<file path="config.mk">
export PLATFORM = sky130hd
export DESIGN_NAME = throughput_monitor
export DESIGN_NICKNAME = d
export VERILOG_FILES = /design/src/hdl/tput_pkg.sv /design/src/hdl/interval_acc.sv /design/src/hdl/throughput_monitor.sv
export SDC_FILE = /design/constraint.sdc
export NUM_CORES = 1
export LEC_CHECK = 0
export BUFFER_PORTS_ARGS = -buffer_cell sky130_fd_sc_hd__buf_4
export CAP_MARGIN = 0
export CORE_MARGIN = 8
export CORE_UTILIZATION = 57
export CTS_BUF_LIST = sky130_fd_sc_hd__clkbuf_16
export CTS_CLUSTER_DIAMETER = 40
export CTS_CLUSTER_SIZE = 20
export DETAILED_ROUTE_END_ITERATION = 6
export PLACE_DENSITY = 0.79
export SLEW_MARGIN = 15
export SYNTH_ARGS = -nofsm -noshare
export SYNTH_HDL_FRONTEND = slang
export SYNTH_SLANG_ARGS = --single-unit
</file>
<file path="constraint.sdc">
create_clock -name clk_in -period 26.9 [get_ports clk_in]
set_input_delay 6.725 -clock clk_in [delete_from_list [all_inputs] [get_ports clk_in]]
set_output_delay 6.725 -clock clk_in [all_outputs]
set_load 0.005 [all_outputs]
</file>
<file path="src/hdl/tput_pkg.sv">
// package of constants shared by the throughput monitor and its counter slice
// assumes a single system clock; no register bus reaches these values
package tput_pkg;
  localparam int CLK_HZ = 10000000;
  localparam int INTERVAL_S = 1;
  localparam int INTERVAL_CYC = CLK_HZ * INTERVAL_S;
  localparam int CNT_W = 32;
  localparam int BEAT_BYTES = 8;
  localparam int LINK_DATA_W = 64;
  localparam int LINK_CLK_KHZ = 156250;
  localparam int FRAME_CHAR_BYTES = 2;
  localparam int MIN_IFG_BEATS = 3;
  localparam int MIN_IFG_BYTES = MIN_IFG_BEATS * BEAT_BYTES;
  localparam logic [31:0] CNT_RST = 32'h0000_0000;
  localparam logic [2:0] XT_IDLE = 3'h0;
  localparam logic [2:0] XT_START = 3'h1;
  localparam logic [2:0] XT_DATA = 3'h2;
  localparam logic [2:0] XT_TERM = 3'h3;
endpackage

</file>
<file path="src/hdl/interval_acc.sv">
// one accumulator with a held copy refreshed at each interval edge
// assumes add_in is in bytes and arrives on clk_in
`timescale 1ns/1ps
`default_nettype none
module interval_acc
  import tput_pkg::*;
#(
  parameter int W = CNT_W
) (
  input wire logic clk_in, // system clock
  input wire logic sys_rst_in, // async reset
  input wire logic tick_in, // interval boundary pulse
  input wire logic [7:0] add_in, // bytes this cycle
  output logic [W-1:0] total_out // last interval total
);
  logic [W-1:0] acc_r, acc_nxt, tot_r, tot_nxt;
  always_comb begin
    acc_nxt = acc_r + W'(add_in);
    tot_nxt = tot_r;
    if (tick_in) begin
      tot_nxt = acc_r + W'(add_in);
      acc_nxt = '0;
    end
  end
  always_ff @(posedge clk_in or posedge sys_rst_in) begin
    if (sys_rst_in) begin
      acc_r <= '0;
      tot_r <= '0;
    end else begin
      acc_r <= acc_nxt;
      tot_r <= tot_nxt;
    end
  end
  assign total_out = tot_r;
  snap_hold_a: assert property (@(posedge clk_in) disable iff (sys_rst_in)
    !tick_in |=> total_out == $past(total_out)) else $error("total changed off tick");
  snap_clear_a: assert property (@(posedge clk_in) disable iff (sys_rst_in)
    tick_in |=> acc_r == '0) else $error("accumulator not restarted");
endmodule
`default_nettype wire

</file>
<file path="src/hdl/throughput_monitor.sv">
// throughput monitor: snoops PCIe transaction streams, DMA engines, link framer
// assumes all inputs are on clk_in; byte counts per beat are given by the snooped logic
// How it works
// - each DMA engine has its own completed payload byte counter.
// - every transmit transfer counted, headers included, in tx utilization.
// - every receive transfer counted, headers included, in rx utilization.
// - tx payload sums only upstream memory-write payload.
// - rx payload sums only downstream completion-with-data payload.
// - all totals refresh once per second; software reads at that period.
// - link transmitter keeps at least three idle beats between packets.
// - each packet has one start and one terminate character, two bytes.
// - link data path is 64 bits at 156.25 MHz.
`timescale 1ns/1ps
`default_nettype none
module throughput_monitor
  import tput_pkg::*;
#(
  parameter int N_ENG = 4,
  parameter int TICK_CYC = INTERVAL_CYC,
  parameter int W = CNT_W
) (
  input wire logic clk_in, // system clock
  input wire logic sys_rst_in, // async reset
  input wire logic [N_ENG-1:0] eng_done_vld_in, // engine delivered bytes
  input wire logic [N_ENG*8-1:0] eng_done_bytes_in, // bytes per engine
  input wire logic tx_vld_in, // tx beat valid
  input wire logic tx_rdy_in, // tx beat ready
  input wire logic [7:0] tx_bytes_in, // tx beat bytes incl header
  input wire logic tx_mwr_in, // tx beat is memory write
  input wire logic [7:0] tx_pay_in, // tx payload bytes in beat
  input wire logic rx_vld_in, // rx beat valid
  input wire logic rx_rdy_in, // rx beat ready
  input wire logic [7:0] rx_bytes_in, // rx beat bytes incl header
  input wire logic rx_cpld_in, // rx beat is completion with data
  input wire logic [7:0] rx_pay_in, // rx payload bytes in beat
  input wire logic [2:0] link_kind_in, // link beat kind
  output logic [N_ENG*W-1:0] eng_total_out, // per engine totals
  output logic [W-1:0] tx_util_out, // tx utilization total
  output logic [W-1:0] rx_util_out, // rx utilization total
  output logic [W-1:0] tx_pay_out, // tx payload total
  output logic [W-1:0] rx_pay_out, // rx payload total
  output logic [W-1:0] link_ovh_out, // link framing+minimum gap bytes total
  output logic tick_out, // interval boundary pulse
  output logic ifg_err_out, // gap shorter than minimum seen
  output logic frame_err_out // start/terminate out of order seen
);
  localparam int TW = $clog2(TICK_CYC + 1);
  logic [TW-1:0] tcnt_r, tcnt_nxt;
  logic tick_r, tick_nxt;
  logic tx_go, rx_go;
  logic [7:0] tx_add, rx_add, txp_add, rxp_add, ovh_add;

  always_comb begin
    tcnt_nxt = tcnt_r + TW'(1);
    tick_nxt = 1'b0;
    if (tcnt_r == TW'(TICK_CYC - 1)) begin
      tcnt_nxt = '0;
      tick_nxt = 1'b1;
    end
  end
  always_ff @(posedge clk_in or posedge sys_rst_in) begin
    if (sys_rst_in) begin
      tcnt_r <= '0;
      tick_r <= 1'b0;
    end else begin
      tcnt_r <= tcnt_nxt;
      tick_r <= tick_nxt;
    end
  end
  assign tick_out = tick_r;

  assign tx_go = tx_vld_in & tx_rdy_in;
  assign rx_go = rx_vld_in & rx_rdy_in;
  assign tx_add = tx_go ? tx_bytes_in : 8'h00;
  assign rx_add = rx_go ? rx_bytes_in : 8'h00;
  assign txp_add = (tx_go && tx_mwr_in) ? tx_pay_in : 8'h00;
  assign rxp_add = (rx_go && rx_cpld_in) ? rx_pay_in : 8'h00;

  genvar g;
  generate
    for (g = 0; g < N_ENG; g++) begin : g_eng
      logic [7:0] eng_add;
      assign eng_add = eng_done_vld_in[g] ? eng_done_bytes_in[g*8 +: 8] : 8'h00;
      interval_acc #(.W(W)) u_eng (
        .clk_in(clk_in),
        .sys_rst_in(sys_rst_in),
        .tick_in(tick_r),
        .add_in(eng_add),
        .total_out(eng_total_out[g*W +: W])
      );
      eng_idle_a: assert property (@(posedge clk_in) disable iff (sys_rst_in)
        !eng_done_vld_in[g] |-> eng_add == 8'h00) else $error("idle engine counted");
    end
  endgenerate
  interval_acc #(.W(W)) u_txu (.clk_in(clk_in), .sys_rst_in(sys_rst_in),
    .tick_in(tick_r), .add_in(tx_add), .total_out(tx_util_out));
  interval_acc #(.W(W)) u_rxu (.clk_in(clk_in), .sys_rst_in(sys_rst_in),
    .tick_in(tick_r), .add_in(rx_add), .total_out(rx_util_out));
  interval_acc #(.W(W)) u_txp (.clk_in(clk_in), .sys_rst_in(sys_rst_in),
    .tick_in(tick_r), .add_in(txp_add), .total_out(tx_pay_out));
  interval_acc #(.W(W)) u_rxp (.clk_in(clk_in), .sys_rst_in(sys_rst_in),
    .tick_in(tick_r), .add_in(rxp_add), .total_out(rx_pay_out));
  interval_acc #(.W(W)) u_ovh (.clk_in(clk_in), .sys_rst_in(sys_rst_in),
    .tick_in(tick_r), .add_in(ovh_add), .total_out(link_ovh_out));

  // link path width and rate figures
  localparam int LINK_MBPS = LINK_DATA_W * LINK_CLK_KHZ / 1000;

  // link framing checker; data beats of the 64-bit link arrive one per cycle
  typedef enum logic [1:0] {LK_GAP, LK_PKT} lk_state_t;
  lk_state_t lk_r, lk_nxt;
  logic [3:0] gap_r, gap_nxt;
  logic ifg_r, ifg_nxt, fr_r, fr_nxt;
  always_comb begin
    lk_nxt = lk_r;
    gap_nxt = gap_r;
    ifg_nxt = ifg_r;
    fr_nxt = fr_r;
    ovh_add = 8'h00;
    case (lk_r)
      LK_GAP: begin
        if (link_kind_in == XT_IDLE) begin
          if (gap_r != 4'hF) gap_nxt = gap_r + 4'h1;
        end else if (link_kind_in == XT_START) begin
          if (gap_r < 4'(MIN_IFG_BEATS)) ifg_nxt = 1'b1;
          // start and terminate bytes plus minimum gap
          ovh_add = 8'(FRAME_CHAR_BYTES + MIN_IFG_BYTES);
          lk_nxt = LK_PKT;
        end else begin
          fr_nxt = 1'b1;
        end
      end
      LK_PKT: begin
        if (link_kind_in == XT_TERM) begin
          gap_nxt = 4'h0;
          lk_nxt = LK_GAP;
        end else if (link_kind_in != XT_DATA) begin
          fr_nxt = 1'b1;
        end
      end
      default: lk_nxt = LK_GAP;
    endcase
  end
  always_ff @(posedge clk_in or posedge sys_rst_in) begin
    if (sys_rst_in) begin
      lk_r <= LK_GAP;
      gap_r <= 4'(MIN_IFG_BEATS);
      ifg_r <= 1'b0;
      fr_r <= 1'b0;
    end else begin
      lk_r <= lk_nxt;
      gap_r <= gap_nxt;
      ifg_r <= ifg_nxt;
      fr_r <= fr_nxt;
    end
  end
  assign ifg_err_out = ifg_r;
  assign frame_err_out = fr_r;

  tick_period_a: assert property (@(posedge clk_in) disable iff (sys_rst_in)
    tick_r |=> !tick_r) else $error("tick lasted two cycles");
  tick_count_a: assert property (@(posedge clk_in) disable iff (sys_rst_in)
    tick_r |-> tcnt_r == '0) else $error("tick off interval");
  tx_payload_a: assert property (@(posedge clk_in) disable iff (sys_rst_in)
    !tx_mwr_in |-> txp_add == 8'h00) else $error("non write payload counted");
  rx_payload_a: assert property (@(posedge clk_in) disable iff (sys_rst_in)
    !rx_cpld_in |-> rxp_add == 8'h00) else $error("non completion counted");
  tx_util_a: assert property (@(posedge clk_in) disable iff (sys_rst_in)
    tx_go |-> tx_add == tx_bytes_in) else $error("tx beat missed");
  tx_idle_a: assert property (@(posedge clk_in) disable iff (sys_rst_in)
    !tx_go |-> tx_add == 8'h00) else $error("refused tx beat counted");
  rx_util_a: assert property (@(posedge clk_in) disable iff (sys_rst_in)
    rx_go |-> rx_add == rx_bytes_in) else $error("rx beat missed");
  rx_idle_a: assert property (@(posedge clk_in) disable iff (sys_rst_in)
    !rx_go |-> rx_add == 8'h00) else $error("refused rx beat counted");
  short_gap_a: assert property (@(posedge clk_in) disable iff (sys_rst_in)
    (lk_r == LK_GAP && link_kind_in == XT_START && gap_r < 4'(MIN_IFG_BEATS))
    |=> ifg_err_out) else $error("short gap not flagged");
  ifg_sticky_a: assert property (@(posedge clk_in) disable iff (sys_rst_in)
    ifg_err_out |=> ifg_err_out) else $error("gap flag dropped");
  frame_ovh_a: assert property (@(posedge clk_in) disable iff (sys_rst_in)
    (lk_r == LK_GAP && link_kind_in == XT_START) |-> ovh_add == 8'h1A)
    else $error("framing bytes wrong");
  ovh_quiet_a: assert property (@(posedge clk_in) disable iff (sys_rst_in)
    !(lk_r == LK_GAP && link_kind_in == XT_START) |-> ovh_add == 8'h00)
    else $error("overhead counted off start");
  pkt_start_a: assert property (@(posedge clk_in) disable iff (sys_rst_in)
    (lk_r == LK_PKT && link_kind_in == XT_START) |=> frame_err_out)
    else $error("start inside packet not flagged");
  frame_sticky_a: assert property (@(posedge clk_in) disable iff (sys_rst_in)
    frame_err_out |=> frame_err_out) else $error("frame flag dropped");
  link_rate_a: assert property (@(posedge clk_in) disable iff (sys_rst_in)
    LINK_MBPS == 32'h0000_2710) else $error("link rate wrong");

  // main scenarios
  tick_c: cover property (@(posedge clk_in) tick_r);
  pkt_c: cover property (@(posedge clk_in) lk_r == LK_PKT && link_kind_in == XT_TERM);
  gap_c: cover property (@(posedge clk_in) ifg_r);
  min_gap_c: cover property (@(posedge clk_in)
    lk_r == LK_GAP && link_kind_in == XT_START && gap_r == 4'(MIN_IFG_BEATS));
  frame_c: cover property (@(posedge clk_in) fr_r);
endmodule
`default_nettype wire

</file>
== Word level (Yosys, flattened, before mapping) ==
Cells that the tools add are included.

* Order comparisons: 1
* Add/subtract/negate cells: 11
* Eq/ne operators: 14
* Mux-type cells: 35
* Reductions and logical operators: 9
* Bitwise operators: 3

{| class="wikitable"
|+ Operator list
! operator !! count
|-
| two-way mux 32 bit || 9
|-
| adder 32 x 8 -> 32 bit || 8
|-
| two-way mux 8 bit || 8
|-
| adder 32 x 5 -> 32 bit || 1
|-
| adder 24 x 1 -> 24 bit (second input constant) || 1
|-
| equality test 24 bit (second input constant) || 1
|-
| two-way mux 24 bit || 1
|-
| != test 2 bit (second input constant) || 8
|-
| two-way mux 5 bit || 3
|-
| two-way mux 4 bit || 3
|-
| one-hot mux 4 bit (2 select lines) || 1
|-
| AND reduction 4 bit || 2
|-
| two-way mux 2 bit || 3
|-
| two-way mux 1 bit || 5
|-
| AND reduction 5 bit || 1
|-
| adder 4 x 1 -> 4 bit (second input constant) || 1
|-
| < comparator 4 x 2 -> 1 bit (second input constant) || 1
|-
| != test 4 bit (second input constant) || 1
|-
| one-hot mux 2 bit (2 select lines) || 1
|-
| equality test 3 x 1 -> 1 bit (second input constant) || 1
|-
| equality test 3 x 2 -> 1 bit (second input constant) || 1
|-
| logical NOT 3 bit || 1
|-
| != test 3 x 2 -> 1 bit (second input constant) || 1
|-
| AND reduction 3 bit || 1
|-
| 7 further kinds || 9
|}

* Input bits: 79
* Register bits after elaboration: 609
* Output and inout port bits: 291
* Logic and storage cells: 97

== Longest topological paths before layout ==
* Word-level depth: 6
* Gate-level depth with buffers: 12
* Depth with buffers taken out: 11

== By module ==
Synthesis repeated with hierarchy kept, for this count alone.

* Cell total of the unflattened synthesis: 2862
* Area total of the unflattened synthesis: 29663.4 um2

{| class="wikitable"
|+ By module, submodules not included
! module !! times used !! sequential area each (um2) !! area an instance (um2) !! cells each
|-
| interval_acc at g_eng[0].u_eng ... || 5 || 1601.5 || 3078.0 || 295
|-
| interval_acc at g_eng[3].u_eng ... || 3 || 1601.5 || 3076.7 || 293
|-
| interval_acc at u_rxu || 1 || 1601.5 || 3066.7 || 293
|-
| throughput_monitor || 1 || 803.3 || 1976.9 || 215
|}

== Worst setup path after synthesis ==
No wires, ideal clock.

* Path kind: in2reg
* Start: in rx_vld_in
* End: reg u_rxp.tot_r[28] (netlist: u_rxp.total_out[28])
* Cell stages on the path: 12
* Buffers on the path: 1
* Slack: 17801 ps
* Required time: 26763 ps
* Data arrival time: 8962 ps
* Library setup time: 137 ps
* Cell sequence: and2_0 and3_1 ha_1 inv_1 fa_1 nor2b_1 o21a_1 o21ai_1 clkbuf_1 a2111oi_0 xnor2_1 a21oi_1

* Longest elaborated chain between the ends: 4

{| class="wikitable"
|+ Ends and longest elaborated chain
! element !! line !! source
|-
| start: declaration || throughput_monitor.sv:31 || <nowiki>input wire logic rx_vld_in,</nowiki>
|-
| bitwise AND 1 bit || throughput_monitor.sv:73 || <nowiki>assign rx_go = rx_vld_in & rx_rdy_in;</nowiki>
|-
| logical AND 1 bit || throughput_monitor.sv:77 || <nowiki>assign rxp_add = (rx_go && rx_cpld_in) ? rx_pay_in : 8'h00;</nowiki>
|-
| two-way mux 8 bit || throughput_monitor.sv:77 ||
|-
| adder 32 x 8 -> 32 bit || interval_acc.sv:21 || <nowiki>tot_nxt = acc_r + W'(add_in);</nowiki>
|-
| end signal: assignment || interval_acc.sv:31 || <nowiki>tot_r <= tot_nxt;</nowiki>
|-
| end: declaration || interval_acc.sv:16 || <nowiki>logic [W-1:0] acc_r, acc_nxt, tot_r, tot_nxt;</nowiki>
|}

Every way passes these cells.
A chain may end at the register's enable or synchronous reset.

== Worst setup path in the final report ==
Same ends and word-level chain as after synthesis.

==> reports/results.ini <==
[pwr]
netSwitchingFraction_pct = 30.8
irDropWorstVdd_mv = 0.0634
internal_power_mw = 1.80
share_seq_of_total_power_pct = 40.3
pwr_density_cell_nw_per_um2 = 76.0
power_leakage_nw = 15.4
power.total_mw = 2.60
combPwrFrac_pct = 18.9
power_frac_clock_pct = 40.8
switching_power_uw = 803

[floorplanning]
std_cell_rows = 81
die_footprint_um2 = 56800
vertical_extent_of_the_die_um = 238
initial_core_util_pct = 57.7
die_w_um = 238
core_region_area_um2 = 48800
num_io_pins = 370

[placement]
numPortBuffers = 368
postPlaceCellArea_um2 = 31500
dp_hpwl_mm = 48.7
detailedPlace.worstSlack_ns = 16.52
routabilityCongestion = 0.877

[logic_synthesis]
yosys_register_bits = 606
synth-async-reset-ratio_pct = 100
post_synthesis_instance_area_um2 = 28200
synth_warnings = 0
mappedNetlistNets = 2947
yosysMostFrequentCell = sky130_fd_sc_hd__dfrtp_1
synth_enable_flop_cells = 0
ys.flop_type = sky130_fd_sc_hd__dfrtp_1
post_synth_most_frequent_cells = 604 x sky130_fd_sc_hd__dfrtp_1, 566 x sky130_fd_sc_hd__nor2_1, 258 x sky130_fd_sc_hd__a21oi_1
sequential_cell_area_fraction_in_the_yosys_report_pct = 53.8
yosys.area.top_type = sky130_fd_sc_hd__dfrtp_1
yosys-top-cells-area = sky130_fd_sc_hd__dfrtp_1 54%, sky130_fd_sc_hd__nor2_1 7.5%, sky130_fd_sc_hd__xnor2_1 5.6%
synth_area_per_cell_um2 = 10.1
number_of_cells_produced_by_synthesis = 2793
synth.top_cell.area_share_pct = 53.6
synth.lib_cells_used.distinct = 78

[clock_network]
cts_hold_buf = 0
post_cts.resized_instances = 0
tritoncts_clock_tree = built
number_of_sinks_on_the_clock_net = 606
worst_setup_hold_path_clk_slew_ns = 0.06
number_of_buffers_added_for_setup_after_cts = 0
total_clock_buffers_created_by_cts = 80
cts_root_buffer = sky130_fd_sc_hd__clkbuf_16
h-tree-depth = 3
clock_tree.buffer_depth = 3
worstSkewPairLatency_ns = 0.62

[cells_and_area]
drive_gt1_share_pct = 18.6
finish.net_count = 3299
nFillCells = 3573
area.growth.synth_to_final_pct = 21.6
final_design_area_no_fill_um2 = 34300

[critical_path]
setup.reg_to_reg.worst_slack_ns = 23.63
critical_path.endpoint_type = flop
path_max_fanout = 13
crit_path_cell_count = 13
start_kind = input pin
reg2reg_depth = 3
critical_path_class = in -> reg
cp_data_required_time_ns = 27.34
slowest_cell_on_crit_path = sky130_fd_sc_hd__and2_0
critical_path.n_buffers_inverters = 3
critical-path-max-stage-delay_ns = 0.62
critPathArrivalTime_ns = 9.79
critical_path.cell_chain = buf_4, and2_0, and3_1, ha_1, inv_1, fa_1, nor2b_1, o21a_1, o21ai_1, buf_4, a2111oi_0, xnor2_1, a21oi_1
critPathTopFamily = simple AND/OR/NAND/NOR gates
critPathMostFrequentCell = sky130_fd_sc_hd__buf_4

[drt]
remaining_drc_errors = 0
post_drt_via_cell_ratio = 5.64
drtIter0Drc = 1770
wirelength_mm = 70.9
drt_pass1_iterations = 6
ant_nets = 0
post_drt_wl_per_cell_um = 18.3
route.vias.total = 21900

[global_route]
antenna_found_initial = 1
number_of_global_route_vias_before_repair = 22200
global_route_wire_length_before_repair_mm = 115
pin_count_of_the_biggest_net_entering_global_routing = 233
grtUsageTotal_pct = 24.6
grt_overflow = 0

[outcome]
status = complete, no violations

[sta]
fin_skew_ns = 0.0244
totalNegativeSetupSlack_ns = 0
maxSlewHeadroom_pct = 17.9
final_min_period_over_clock_period_pct = 34.7
drv_slew = 0
worst_hold_slack_ns = 0.459
timing.final.hold_violations = 0
worst_slack_ns = 17.56
max_freq_mhz = 107
rsz0062_at_grt = false
timing.final.crit_period_ns = 9.34
number_of_endpoints_failing_setup_at_the_final_stage = 0
worst_slew_pin_slew_ns = 1.22

[min_path]
depth_of_the_worst_hold_timing_path = 1
hold_path.class = reg -> reg

[job]
max-cap-violations = 0

-- flip-flops by register name (all words and copies together) (netlist names) --
name,count
g_eng.u_eng.total_out,128
u_rxu.acc_r,32
tcnt_r,24
u_rxp.acc_r,32
u_txu.total_out,32
g_eng.u_eng.acc_r,128
u_ovh.total_out,31
tick_out,1
u_ovh.acc_r,31
u_txp.acc_r,32
lk_r,1
frame_err_out,1
u_rxp.total_out,32
gap_r,4
u_txp.total_out,32
u_txu.acc_r,32
u_rxu.total_out,32
ifg_err_out,1
-- layer usage --
layer / vias up / part of all wire, % / GRT usage, %
met5: - / 0 / 0
met4: 0 / 3.3 / 8.78
met3: 152 / 6.7 / 6.09
met2: 671 / 48 / 39.7
met1: 10700 / 42 / 32.1
li1: 10300 / - / -
-- cells in the final DEF, fill, tap and decap left out, types with 5 or more instances in the layout --
| cell type | count |
|---|---|
| sky130_fd_sc_hd__inv_6 | 16 |
| sky130_fd_sc_hd__a21o_1 | 23 |
| sky130_fd_sc_hd__clkinv_2 | 8 |
| sky130_fd_sc_hd__clkinv_4 | 7 |
| sky130_fd_sc_hd__mux2_2 | 24 |
| sky130_fd_sc_hd__dfrtp_1 | 603 |
| sky130_fd_sc_hd__buf_4 | 380 |
| sky130_fd_sc_hd__nor4_1 | 25 |
| sky130_fd_sc_hd__a2111oi_0 | 9 |
| sky130_fd_sc_hd__fa_1 | 8 |
| sky130_fd_sc_hd__o21ai_1 | 6 |
| sky130_fd_sc_hd__and4_1 | 16 |
| sky130_fd_sc_hd__or3_1 | 13 |
| sky130_fd_sc_hd__inv_1 | 92 |
| sky130_fd_sc_hd__nor4_2 | 5 |
| sky130_fd_sc_hd__clkinvlp_4 | 7 |
| sky130_fd_sc_hd__o211ai_1 | 9 |
| sky130_fd_sc_hd__nor3_1 | 49 |
| sky130_fd_sc_hd__a2111oi_2 | 7 |
| sky130_fd_sc_hd__mux2i_1 | 38 |
| sky130_fd_sc_hd__nor2b_1 | 35 |
| sky130_fd_sc_hd__a211oi_1 | 31 |
| sky130_fd_sc_hd__xor2_1 | 107 |
| sky130_fd_sc_hd__o21ai_0 | 32 |
| sky130_fd_sc_hd__xnor2_1 | 180 |
| sky130_fd_sc_hd__inv_8 | 11 |
| sky130_fd_sc_hd__nand4_1 | 60 |
| sky130_fd_sc_hd__clkbuf_16 | 83 |
| sky130_fd_sc_hd__nor2_1 | 566 |
| sky130_fd_sc_hd__nand2b_1 | 11 |
| sky130_fd_sc_hd__ha_1 | 67 |
| sky130_fd_sc_hd__nand3_1 | 87 |
| sky130_fd_sc_hd__nand2_1 | 109 |
| sky130_fd_sc_hd__and3_1 | 71 |
| sky130_fd_sc_hd__o21a_1 | 13 |
| sky130_fd_sc_hd__a21oi_1 | 258 |
| sky130_fd_sc_hd__and2_1 | 38 |
-- per-stage QoR --
step / std cells / utilization [%]
after floorplan: 2793 / -
after global placement: 3726 / 64.5
after detailed placement: 3726 / 64.5
after CTS: 3874 / 70.1
after global routing: 3876 / 70.1
final: 3876 / 70.1
-- final cells by class --
cell class | count | area (µm²) | area share, %
Antenna cell | 1 | 2.50 | 0.00730
Timing Repair Buffer | 384 | 2940 | 8.58
Clock buffer | 83 | 2080 | 6.06
Multi-Input combinational cell | 1985 | 12300 | 35.8
Tap cell | 664 | 831 | 2.42
Clock inverter | 65 | 626 | 1.83
Inverter | 88 | 338 | 0.986
Sequential cell | 606 | 15200 | 44.3
-- power by group through the flow --
stage | clock [mW] | combinational [mW] | sequential [mW]
final | 1.06 | 0.492 | 1.05
after global routing | 1.12 | 0.547 | 1.06
after CTS | 1.08 | 0.487 | 1.05
after detailed placement | 0 | 0.481 | 1.06
after global placement | 0 | 0.459 | 1.06
after floorplan | 0 | 0.369 | 1.05
-- cells by family after synthesis --
logic type | after synthesis | synth area share [%]
and+or+nand+nor | 1130 | 19.3
DFF | 606 | 53.8
other | 1 | 0.0133
muxes | 62 | 2.31
adders and majority gates | 75 | 3.54
xor gates and xnor gates | 287 | 8.92
AOI/OAI and AO/OA | 430 | 9.42
buffers and inverters | 202 | 2.73
-- worst reg2reg max path, delay by kind of cell, from the launching register on --
kind,cells,cell delay [ns]
buffers and inverters,2,1.72
muxes,1,0.46
DFF,1,0.97
-- final timing paths --
check,start,endpoint
min in group asynchronous,sys_rst_in,u_rxu.total_out[22]
max in group asynchronous,sys_rst_in,g_eng[2].u_eng.total_out[15]
max reg2reg,tick_out,u_ovh.total_out[2]
min,ifg_err_out,ifg_err_out
min reg2reg,ifg_err_out,ifg_err_out
max,rx_vld_in,u_rxp.total_out[28]
(Power assumes the default switching activity.)
